**config.mk**
```make
export PLATFORM = sky130hd
export DESIGN_NAME = hes_host_event_irq
export DESIGN_NICKNAME = d
export VERILOG_FILES = /design/src/hes_edge.v /design/src/hes_event_bit.v /design/src/hes_host_event_irq.v
export VERILOG_INCLUDE_DIRS = /design/src /design/src/src
export SDC_FILE = /design/constraint.sdc
export NUM_CORES = 1
export LEC_CHECK = 0
export BUFFER_PORTS_ARGS = -buffer_cell sky130_fd_sc_hd__buf_2
export CAP_MARGIN = 20
export CORE_AREA = 2 2 59 61
export DETAILED_ROUTE_END_ITERATION = 10
export DIE_AREA = 0 0 61 63
export PLACE_DENSITY = 0.88
export SLEW_MARGIN = 10
export SYNTH_ARGS = -nofsm -noshare
export SYNTH_HDL_FRONTEND = slang
export SYNTH_SLANG_ARGS = --single-unit
```
**constraint.sdc**
```tcl
create_clock -name core_clk -period 1.4 [get_ports core_clk]
set_input_delay 0 -clock core_clk [delete_from_list [all_inputs] [get_ports core_clk]]
set_output_delay 0 -clock core_clk [all_outputs]
set_load 0.05 [all_outputs]
```
**src/hes_regs.vh**
```
// Purpose: Offsets, field positions and reset values of the host event block
// Assumes: Byte-wide registers on a plain strobe port
// Notes:   Definitions only
`ifndef HES_REGS_VH
`define HES_REGS_VH

// ****************************************************************
// Register offsets
// ****************************************************************
`define HES_OFS_STATUS0      24'h00FCCE
`define HES_OFS_IRQ_EN0      24'h00FCD0
`define HES_OFS_WAKE_CTL1    24'h00FCD4
`define HES_OFS_RST_EVT      24'h00FCD6

// ****************************************************************
// Field positions
// ****************************************************************
`define HES_BIT_RI1          0
`define HES_BIT_RI2          1
`define HES_BIT_RING         3
`define HES_BIT_SOFT         6
`define HES_BIT_MODIRQ       7
`define HES_BIT_CAPT_MODE    0
`define HES_BIT_RING_MODE    1
`define HES_BIT_RST_STS      0
`define HES_BIT_RST_EN       1

// ****************************************************************
// Masks and reset values
// ****************************************************************
`define HES_IMPL_MASK        8'hCB
`define HES_RST_STATUS0      8'h00
`define HES_RST_IRQ_EN0      8'h00
`define HES_RST_WAKE_CTL1    2'h0
`define HES_RST_BYTE         8'h00

`endif

```
**src/hes_edge.v**
```verilog
// Purpose: Rising and falling edge detect on a group of synchronous inputs
// Assumes: Inputs already synchronous to core_clk
// Notes:   First sample after reset is taken as low
`default_nettype none

module hes_edge #(
    parameter W = 3
) (
    input  wire         core_clk,
    input  wire         rst_n,
    input  wire         ce,
    input  wire [W-1:0] sig,
    output wire [W-1:0] rise,
    output wire [W-1:0] fall
);

    // ****************************************************************
    // Previous sample
    // ****************************************************************
    reg [W-1:0] prev_ff;

    always @(posedge core_clk or negedge rst_n)
    begin
        if (!rst_n)
            prev_ff <= {W{1'b0}};
        else if (ce)
            prev_ff <= sig;
    end

    assign rise = sig & ~prev_ff & {W{ce}};
    assign fall = ~sig & prev_ff & {W{ce}};

endmodule

`default_nettype wire

```
**src/hes_event_bit.v**
```verilog
// Purpose: One sticky event flag, cleared by a one written to it
// Assumes: Set, clear and sync reset are one-cycle pulses
// Notes:   Sync reset beats set, set beats software clear
`default_nettype none

module hes_event_bit (
    input  wire core_clk,
    input  wire rst_n,
    input  wire ce,
    input  wire sync_clr,
    input  wire set,
    input  wire w1c,
    output wire q
);

    // ****************************************************************
    // Flag
    // ****************************************************************
    reg flag_ff;

    always @(posedge core_clk or negedge rst_n)
    begin
        if (!rst_n)
            flag_ff <= 1'b0;
        else if (ce)
        begin
            if (sync_clr)
                flag_ff <= 1'b0;
            else if (set)
                flag_ff <= 1'b1;
            else if (w1c)
                flag_ff <= 1'b0;
        end
    end

    assign q = flag_ff;

endmodule

`default_nettype wire

```
**src/hes_host_event_irq.v**
```verilog
// Purpose: Host event status latch and core interrupt enable logic
// Assumes: All inputs synchronous to core_clk, strobes one cycle long
// Notes:   Read data stand in the cycle after the read strobe only
//
// Notes on behaviour
// - Wake status event also sets event status
// - Event status and wake status clear independently
// - Power-up or host software reset zeroes status
// - Writing one clears status bit, zero ignored
// - Ring bit set per selected ring mode
// - Mode clear: wake bit 6 rise sets bit
// - Mode set: wake bit1 one-write sets bit
// - Module IRQ bit sticky until software clears
// - Warm reset zeroes interrupt enable register
// - Enabled set status drives level core interrupt
// - Interrupt drops on status or enable clear
// - Merge wake and PM events onto request
// - Host reset falling edge flags firmware event
//
// Added by the designer: the plain strobed port.
`default_nettype none
`include "hes_regs.vh"

module hes_host_event_irq #(
    parameter AW  = 24,
    parameter PMW = 4
) (
    input  wire           core_clk,
    input  wire           rst_n,
    input  wire           ce,
    input  wire           host_sw_reset,
    input  wire           warm_reset,
    input  wire [AW-1:0]  reg_addr,
    input  wire [7:0]     reg_wdata,
    input  wire           reg_wr,
    input  wire           reg_rd,
    output reg  [7:0]     reg_rdata,
    input  wire           ri1_event,
    input  wire           ri2_event,
    input  wire           module_irq_event,
    input  wire           ring_in,
    input  wire [7:0]     wake_status0,
    input  wire           wake_sts0_bit1_wr,
    input  wire           host_reset_input,
    input  wire [PMW-1:0] pm_event_in,
    output reg            core_irq,
    output reg            power_wake_request
);

    // ****************************************************************
    // Address decode
    // ****************************************************************
    wire sel_status;
    wire sel_irq_en;
    wire sel_ctl;
    wire sel_rst;

    assign sel_status = (reg_addr == `HES_OFS_STATUS0);
    assign sel_irq_en = (reg_addr == `HES_OFS_IRQ_EN0);
    assign sel_ctl    = (reg_addr == `HES_OFS_WAKE_CTL1);
    assign sel_rst    = (reg_addr == `HES_OFS_RST_EVT);

    // ****************************************************************
    // Write strobes
    // ****************************************************************
    wire       wr_status;
    wire       wr_irq_en;
    wire       wr_ctl;
    wire       wr_rst;
    wire [7:0] w1c_vec;
    wire       rst_w1c;

    assign wr_status = reg_wr & sel_status;
    assign wr_irq_en = reg_wr & sel_irq_en;
    assign wr_ctl    = reg_wr & sel_ctl;
    assign wr_rst    = reg_wr & sel_rst;
    assign w1c_vec   = wr_status ? reg_wdata : 8'h00;
    assign rst_w1c   = wr_rst & reg_wdata[`HES_BIT_RST_STS];

    // ****************************************************************
    // Control registers
    // ****************************************************************
    reg [1:0] ctl_ff;
    reg [1:0] nxt_ctl;
    reg [7:0] irq_en_ff;
    reg [7:0] nxt_irq_en;
    reg       rst_en_ff;
    reg       nxt_rst_en;

    always @*
    begin
        nxt_ctl = ctl_ff;
        if (wr_ctl)
            nxt_ctl = reg_wdata[1:0];
    end

    always @*
    begin
        nxt_irq_en = irq_en_ff;
        if (warm_reset)
            nxt_irq_en = `HES_RST_IRQ_EN0;
        else if (wr_irq_en)
            nxt_irq_en = reg_wdata & `HES_IMPL_MASK;
    end

    always @*
    begin
        nxt_rst_en = rst_en_ff;
        if (warm_reset)
            nxt_rst_en = 1'b0;
        else if (wr_rst)
            nxt_rst_en = reg_wdata[`HES_BIT_RST_EN];
    end

    always @(posedge core_clk or negedge rst_n)
    begin
        if (!rst_n)
        begin
            ctl_ff    <= `HES_RST_WAKE_CTL1;
            irq_en_ff <= `HES_RST_IRQ_EN0;
            rst_en_ff <= 1'b0;
        end
        else if (ce)
        begin
            ctl_ff    <= nxt_ctl;
            irq_en_ff <= nxt_irq_en;
            rst_en_ff <= nxt_rst_en;
        end
    end

    wire capt_mode;
    wire ring_mode;

    assign capt_mode = ctl_ff[`HES_BIT_CAPT_MODE];
    assign ring_mode = ctl_ff[`HES_BIT_RING_MODE];

    // ****************************************************************
    // Edge detection
    // ****************************************************************
    wire [2:0] edge_rise;
    wire [2:0] edge_fall;

    hes_edge #(
        .W (3)
    ) u_edge (
        .core_clk (core_clk),
        .rst_n    (rst_n),
        .ce       (ce),
        .sig      ({host_reset_input, ring_in, wake_status0[`HES_BIT_SOFT]}),
        .rise     (edge_rise),
        .fall     (edge_fall)
    );

    // ****************************************************************
    // Event set sources
    // ****************************************************************
    wire       ring_rise;
    wire       ring_fall;
    wire       soft_rise;
    wire       host_rst_fall;
    wire       ring_hit;
    wire       soft_hit;
    wire [7:0] set_vec;

    assign ring_rise     = edge_rise[1];
    assign ring_fall     = edge_fall[1];
    assign soft_rise     = edge_rise[0];
    assign host_rst_fall = edge_fall[2];

    assign ring_hit = ring_mode ? ring_fall : ring_rise;
    assign soft_hit = capt_mode ? wake_sts0_bit1_wr : soft_rise;

    // Same set pulses feed wake status elsewhere; clears stay separate
    assign set_vec[`HES_BIT_RI1]    = ri1_event;
    assign set_vec[`HES_BIT_RI2]    = ri2_event;
    assign set_vec[2]               = 1'b0;
    assign set_vec[`HES_BIT_RING]   = ring_hit;
    assign set_vec[5:4]             = 2'b00;
    assign set_vec[`HES_BIT_SOFT]   = soft_hit;
    assign set_vec[`HES_BIT_MODIRQ] = module_irq_event;

    // ****************************************************************
    // Status flags
    // ****************************************************************
    localparam [7:0] IMPL_MASK = `HES_IMPL_MASK;

    wire [7:0]  status_q;
    wire        sts_clr;

    assign sts_clr = host_sw_reset;

    genvar gi;
    generate
        for (gi = 0; gi < 8; gi = gi + 1)
        begin : g_sts
            if (IMPL_MASK[gi])
            begin : g_impl
                hes_event_bit u_bit (
                    .core_clk (core_clk),
                    .rst_n    (rst_n),
                    .ce       (ce),
                    .sync_clr (sts_clr),
                    .set      (set_vec[gi]),
                    .w1c      (w1c_vec[gi]),
                    .q        (status_q[gi])
                );
            end
            else
            begin : g_rsvd
                assign status_q[gi] = 1'b0;
            end
        end
    endgenerate

    // ****************************************************************
    // Host reset falling edge event
    // ****************************************************************
    wire rst_sts_q;

    hes_event_bit u_rst_evt (
        .core_clk (core_clk),
        .rst_n    (rst_n),
        .ce       (ce),
        .sync_clr (1'b0),
        .set      (host_rst_fall),
        .w1c      (rst_w1c),
        .q        (rst_sts_q)
    );

    // ****************************************************************
    // Interrupt and wake request
    // ****************************************************************
    wire [7:0] irq_src;
    wire       evt_any;
    wire       rst_src;
    wire       pm_any;
    wire       nxt_core_irq;
    wire       nxt_pwr_req;

    assign irq_src      = status_q & irq_en_ff;
    assign evt_any      = |irq_src;
    assign rst_src      = rst_sts_q & rst_en_ff;
    assign pm_any       = |pm_event_in;
    assign nxt_core_irq = evt_any | rst_src;
    assign nxt_pwr_req  = evt_any | pm_any;

    always @(posedge core_clk or negedge rst_n)
    begin
        if (!rst_n)
            core_irq <= 1'b0;
        else if (ce)
            core_irq <= nxt_core_irq;
    end

    always @(posedge core_clk or negedge rst_n)
    begin
        if (!rst_n)
            power_wake_request <= 1'b0;
        else if (ce)
            power_wake_request <= nxt_pwr_req;
    end

    // ****************************************************************
    // Read data
    // ****************************************************************
    wire [7:0] ctl_rd_val;
    wire [7:0] rst_rd_val;
    reg  [7:0] nxt_rdata;

    assign ctl_rd_val = {6'h00, ctl_ff};
    assign rst_rd_val = {6'h00, rst_en_ff, rst_sts_q};

    always @*
    begin
        nxt_rdata = `HES_RST_BYTE;
        if (reg_rd)
        begin
            case (1'b1)
                sel_status:
                    nxt_rdata = status_q;
                sel_irq_en:
                    nxt_rdata = irq_en_ff;
                sel_ctl:
                    nxt_rdata = ctl_rd_val;
                sel_rst:
                    nxt_rdata = rst_rd_val;
                default:
                    nxt_rdata = `HES_RST_BYTE;
            endcase
        end
    end

    always @(posedge core_clk or negedge rst_n)
    begin
        if (!rst_n)
            reg_rdata <= `HES_RST_BYTE;
        else if (ce)
            reg_rdata <= nxt_rdata;
    end

endmodule

`default_nettype wire

```
==> out/results.ini, run 1 <==
[setup_path]
end_kind = flip-flop
startpoint_type = flip-flop
required_ns = 1.67
worst-r2r-setup-slack_ns = 0.10
cp.arrival_ns = 1.57
worstPathMaxFanout = 2
worstSetupPathType = reg2reg

[synth]
yosysMostFrequentCell = dfrtp_1
ys_types = 40
synth_top_area_share = 0.429
synth.cells.most_frequent = 24 x dfrtp_1, 14 x inv_1, 14 x nand2_1
yosysSeqAreaShare = 0.429
synthCells = 145
ys_warn_count = 0
syn_area_mm2 = 0.00140
synth_area_leaders = dfrtp_1 43%, mux2_2 4.0%, inv_1 3.8%
synth-seq-cells = 24
async_reset_ff_frac = 1.00
avgSynthCellArea_um2 = 9.66
yosysTopAreaCell = dfrtp_1
synth_edf_count = 0
synth_flop_cell = dfrtp_1

[min_path]
hold_class = in2reg

[floorplan]
dieArea_mm2 = 0.00384
rows = 21
core-area_mm2 = 0.00323
die_x_um = 61
start_util = 0.434
die_y_um = 63
num_io_pins = 67

[cells_and_area]
fin_nets = 277
antenna_cells = 0
finish.utilization = 0.595
area_delta_synth_final_pct = 37.2
layout-drive-gt1-share = 0.356

[clocking]
clk-insertion-delay-late_ns = 0.33
cts-root-buf = clkbuf_4
clk_transition_reported_paths_ns = 0.13
cts_made_buffers = 3
htree_levels = 1
cts_sinks = 24
cts_setup_buffers = 0
tritoncts = done
clockBufferDepth = 2

[power_and_ir_drop]
p_per_area_mw_per_mm2 = 794
ir_drop_v = 0.000657
leakagePower_nw = 0.905
finalPower_mw = 1.53

[global_routing]
grt.total_usage = 0.195
grt_pass1_wl_um = 5640
first_global_vias = 1287
grt_max_degree = 27
antenna_found_initial = 0
gr-total-overflow = 0

[timing]
hold_ws_ns = -0.00190
rsz0062_at_grt = no
slew_violations = 0
fin_tns_setup_ns = 0
hold_viol = 2
layout_min_cycle_time_ns = 1.30
skew_ns = 0.00157
post-route-period-util = 0.928
setup_viol = 0
max_freq_mhz = 770
tightest_slew_ns = 0.535
maxSlewHeadroom = 0.644

[route]
routed_wl_um = 3510
vias_per_cell = 5.18
firstDrtPassIters = 4
wire_per_inst_um = 13.2
ant_nets = 0
drt_iter0_markers = 32
drc = 0
vias = 1372

[status]
violations = negative hold slack
status = finished, violations left

[place]
dp_hpwl_um = 2580
numPortBuffers = 53
gp_congestion = 0.881

[run]
max_cap_violations = 0

-- final cells by class --
| type | instances | area (um2) |
|---|---|---|
| Sequential cell | 24 | 601 |
| Multi-Input combinational cell | 102 | 706 |
| Inverter | 14 | 52.6 |
| Tap cell | 46 | 57.6 |
| Clock buffer | 4 | 36.3 |
| Fill cell | 291 | 1310 |
| Timing Repair Buffer | 75 | 470 |
-- routing by layer --
metal  vias up  wire length (um)  GRT usage
li1        677                 -          -
met1       658              1540      0.259
met2        35              1790      0.312
met3         2               150     0.0538
met4         0                21     0.0462
met5         -                 0          0
-- worst paths after layout --
path | from | to | depth (start not counted)
worst max-delay path | ctl_ff[1] | g_sts[3].g_impl.u_bit.q | 4
worst min-delay path | host_sw_reset | g_sts[0].g_impl.u_bit.q | 4
worst max register to register | ctl_ff[1] | g_sts[3].g_impl.u_bit.q | 4
worst min register to register | power_wake_request | power_wake_request | 1
max in group asynchronous | rst_n | ctl_ff[1] | 2
min in group asynchronous | rst_n | reg_rdata[7] | 2
-- per-stage QoR --
stage | hold WS [ns] | setup slack (ns) | cells | area (um2)
floorplan | -0.296 | 0.160 | 147 | 1410
global route | 0.0366 | 0.00651 | 265 | 1920
CTS | 0.00163 | 0.0662 | 265 | 1920
global placement | 0.00678 | 0.0902 | 245 | 1720
finish | -0.00190 | 0.101 | 265 | 1920
detailed placement | 0.0125 | 0.0736 | 245 | 1720
-- critical path, cell delays in order, from the launching register on --
cell      delay (ns)
dfrtp_1         0.40
or3b_2          0.50
a21boi_2        0.15
o21ai_0         0.08
a21oi_1         0.11
-- logic make-up after synthesis --
group                  count (synthesis)  share of synthesized area
and+or+nand+nor                       53                      0.247
AOI/OAI and AO/OA                     38                      0.184
DFF                                   24                      0.429
buffers and inverters                 21                     0.0759
muxes                                  8                     0.0616
other                                  1                    0.00268
-- repair_timing --
action / in CTS / in global routing
endpoints found under the hold margin: 42 / 0
resized for setup: 0 / 3
endpoints found under the setup margin: 0 / 2
hold buffers: 16 / 0
-- flip-flops by register name, indices dropped and copies added (netlist names), 2 cells and up --
register	count
ctl_ff	2
u_edge.prev_ff	3
irq_en_ff	5
reg_rdata	5
g_sts.g_impl.u_bit.q	5
-- layout by cell type (no fill, tap or decap), types with 2 or more instances in the layout --
master / instances
a31oi_1: 3
dfrtp_1: 24
a221oi_1: 2
nand4_1: 4
conb_1: 3
nor2_1: 11
and4b_1: 2
and2_1: 2
and3_1: 3
a22oi_1: 5
nand3b_1: 2
mux2_2: 5
a21oi_1: 3
inv_1: 14
nor4b_2: 2
buf_4: 6
nand2_1: 14
buf_2: 53
clkbuf_4: 3
dlygate4sd3_1: 16
o221ai_1: 5
a21o_1: 3
o22ai_1: 5
or3b_2: 2
mux2i_1: 3
o21ai_0: 8
-- power breakdown --
part / switching, mW / internal, mW / total, mW
combinational: 0.184 / 0.166 / 0.350
clock: 0.222 / 0.159 / 0.381
sequential: 0.0461 / 0.750 / 0.796
No activity file was read; power rests on OpenSTA's default activity.
==> inputs of run 2 (changes only) <==
--- a/config.mk
+++ b/config.mk
@@ -6,12 +6,12 @@
 export SDC_FILE = /design/constraint.sdc
 export NUM_CORES = 1
 export LEC_CHECK = 0
+export ABC_AREA = 1
 export BUFFER_PORTS_ARGS = -buffer_cell sky130_fd_sc_hd__buf_2
-export CAP_MARGIN = 20
-export CORE_AREA = 2 2 59 61
+export CORE_AREA = 2 2 61 63
 export DETAILED_ROUTE_END_ITERATION = 10
-export DIE_AREA = 0 0 61 63
-export PLACE_DENSITY = 0.88
+export DIE_AREA = 0 0 63 65
+export PLACE_DENSITY = 0.9
 export SLEW_MARGIN = 10
 export SYNTH_ARGS = -nofsm -noshare
 export SYNTH_HDL_FRONTEND = slang
==> run 2 against run 1 <==
  * The flow now finishes without violations
  * Maximum frequency decreased by 1.7%
  * Synthesized cell count increased by 55%
  * First-iteration DRC count increased by 100%
  * Worst hold slack improved by 0.030 ns
  * Sequential power decreased by 5.8%
  * Global-route usage increased by 1.7 points
  * Flip-flop and latch count unchanged
  * Sequential share of layout area decreased by 3.5 points
  * Clock skew about the same
  * Synthesized area increased by 14%
  * Count of clock-buffer cells in the layout decreased by 1
  * Die area increased by 6.6%
==> out/results.ini, run 2 <==
[cells_and_area]
final_common_cell = nand2_1
area_delta_synth_final_pct = 35.4
fin_nets = 359  ; +30%
mostFrequentLayoutCells = 78 x nand2_1, 53 x buf_2, 28 x nor2_1, 24 x dfrtp_1, 22 x dlygate4sd3_1
fin_cells = 349  ; +32%
final_cell_area_mm2 = 0.00217  ; +13%
layout-drive-gt1-share = 0.286  ; -0.0705
nFillCells = 329  ; +13%
seq_area_um2 = 601  ; unchanged
finish.utilization = 0.620  ; +0.0252
antenna_cells = 0  ; unchanged
multiInputGateArea_um2 = 883  ; +25%

[synth]
yosysSeqAreaShare = 0.375  ; -0.0536
avgSynthCellArea_um2 = 7.12  ; -26%
synth_area_leaders = dfrtp_1 38%, nand2_1 18%, nor2_1 6.8%
ys_warn_count = 0  ; unchanged
syn_area_mm2 = 0.00160  ; +14%
synth_flop_cell = dfrtp_1
async_reset_ff_frac = 1.00  ; unchanged
yosysTopAreaCell = dfrtp_1
synth_top_area_share = 0.375  ; -0.0536
synth_edf_count = 0  ; unchanged
ys_types = 26  ; -35%
synthCells = 225  ; +55%
synth-seq-cells = 24  ; unchanged
yosysMostFrequentCell = nand2_1
synth.cells.most_frequent = 78 x nand2_1, 29 x nor2_1, 24 x dfrtp_1

[clocking]
cts_sinks = 24  ; unchanged
clk-insertion-delay-late_ns = 0.32  ; about the same
cts_setup_buffers = 0  ; unchanged
cts_made_buffers = 3  ; unchanged
clockBufferDepth = 2  ; unchanged
tritoncts = done
clk_transition_reported_paths_ns = 0.13  ; about the same
cts-root-buf = clkbuf_4
htree_levels = 1  ; unchanged

[place]
numPortBuffers = 53  ; unchanged
dp.cells = 323  ; +32%
gp_congestion = 0.861  ; -2.3%
postPlaceCellArea_mm2 = 0.00189  ; +9.9%
dp_hpwl_um = 2910  ; +12%
dp_slack_ns = 0.205  ; +0.132 ns

[power_and_ir_drop]
p_sw_mw = 0.407  ; -9.9%
p_per_area_mw_per_mm2 = 711  ; -10%
pwr-share-seq = 0.486  ; -0.035
finalPower_mw = 1.54  ; +0.98%
intPower_mw = 1.13  ; +5.5%
switching_share = 0.264  ; -0.0318
leakagePower_nw = 1.25  ; +38%
p_clk_frac = 0.331  ; +0.081
combPwrFrac = 0.183  ; -0.046
ir_drop_v = 0.000536  ; -18%

[timing]
hold_ws_ns = 0.0281  ; +0.0300 ns
skew_ns = 0.00111  ; -0.000460 ns
hold_viol = 0  ; -2
tightest_slew_ns = 0.545  ; +0.0102 ns
setup_viol = 0  ; unchanged
slew_violations = 0  ; unchanged
maxSlewHeadroom = 0.637  ; -0.00682
worst_slack_ns = 0.0790  ; -0.0219 ns
layout_min_cycle_time_ns = 1.32  ; +0.0219 ns
post-route-period-util = 0.944  ; +0.0156
max_freq_mhz = 757  ; -1.7%
rsz0062_at_grt = no
fin_tns_setup_ns = 0  ; unchanged

[global_routing]
first_global_vias = 1701  ; +32%
grt.total_usage = 0.212  ; +0.0168
grt_max_degree = 25  ; -7.4%
gr-total-overflow = 0  ; unchanged
grt_pass1_wl_um = 6960  ; +23%
antenna_found_initial = 0  ; unchanged

[setup_path]
reg2reg_from = g_sts[3].g_impl.u_bit.q
worstPathMaxFanout = 7  ; +5
worstSetupPathType = in2reg
cp.arrival_ns = 1.59  ; +0.02 ns
startpoint_type = input pin
end_kind = flip-flop
required_ns = 1.67  ; about the same
startpoint = reg_addr[19]

[route]
wire_per_inst_um = 11.0  ; -17%
ant_nets = 0  ; unchanged
drt_iter0_markers = 64  ; +100%
vias_per_cell = 4.73  ; -8.6%
firstDrtPassIters = 4  ; unchanged
drc = 0  ; unchanged
vias = 1651  ; +20%
routed_wl_um = 3830  ; +9.1%

[floorplan]
die_x_um = 63  ; +3.3%
num_io_pins = 67  ; unchanged
rows = 22  ; +4.8%
die_y_um = 65  ; +3.2%
core-area_mm2 = 0.00350  ; +8.2%
start_util = 0.458  ; +0.0245
dieArea_mm2 = 0.00410  ; +6.6%

[min_path]
hold_class = in2reg
min_from = wake_sts0_bit1_wr

[status]
status = complete, no violations

[run]
max_cap_violations = 0  ; unchanged

-- run 2: metal layers --
layer,track usage,part of all wire,vias to the layer above
met5,0,0,-
met1,0.240,0.43,731
met2,0.394,0.50,54
li1,-,-,859
met4,0.0833,0.013,0
met3,0.0365,0.064,7
-- run 2: worst max-delay path, cell delays in order --
cell and delay (ns):
buf_2 0.09, nor2_1 0.12, nand2_2 0.12, inv_2 0.08, nand2_4 0.06, nor2_8 0.14
nand3_4 0.13, nor2_4 0.14, nand2_1 0.06, dlygate4sd3_1 0.57, nand2_1 0.06
-- run 2: what timing repair did --
action,in CTS,in global routing
hold buffers,22,0
setup endpoints to repair,0,3
resized for setup,0,1
endpoints found under the hold margin,40,0
-- run 2: cell type report --
| cell class | instances | area share |
|---|---|---|
| clock inverter | 1 | 0.0138 |
| timing repair buffer | 75 | 0.224 |
| tap | 48 | 0.0277 |
| sequential | 24 | 0.277 |
| multi-input combinational | 175 | 0.407 |
| inverter | 23 | 0.0398 |
| clock buffer | 3 | 0.0104 |
-- run 2: worst paths after layout --
path	depth (start not counted)	to	slack [ns]
worst min register to register	2	core_irq	0.49
worst max-delay path	11	irq_en_ff[3]	0.08
worst max register to register	6	core_irq	0.17
max in group asynchronous	2	irq_en_ff[3]	0.87
worst min-delay path	5	g_sts[6].g_impl.u_bit.q	0.03
min in group asynchronous	2	reg_rdata[6]	0.17
-- run 2: power groups by stage --
stage | combinational, mW | sequential [mW] | clock, mW
floorplan | 0.133 | 0.766 | 0
global placement | 0.237 | 0.760 | 0
detailed placement | 0.244 | 0.762 | 0
CTS | 0.282 | 0.749 | 0.525
global route | 0.318 | 0.755 | 0.545
finish | 0.282 | 0.750 | 0.510
-- run 2: cells by family after synthesis --
family / Yosys count / synth area share
other: 1 / 0.00234
buffers and inverters: 28 / 0.0797
DFF: 24 / 0.375
AOI/OAI and AO/OA: 18 / 0.0695
and+or+nand+nor: 154 / 0.473
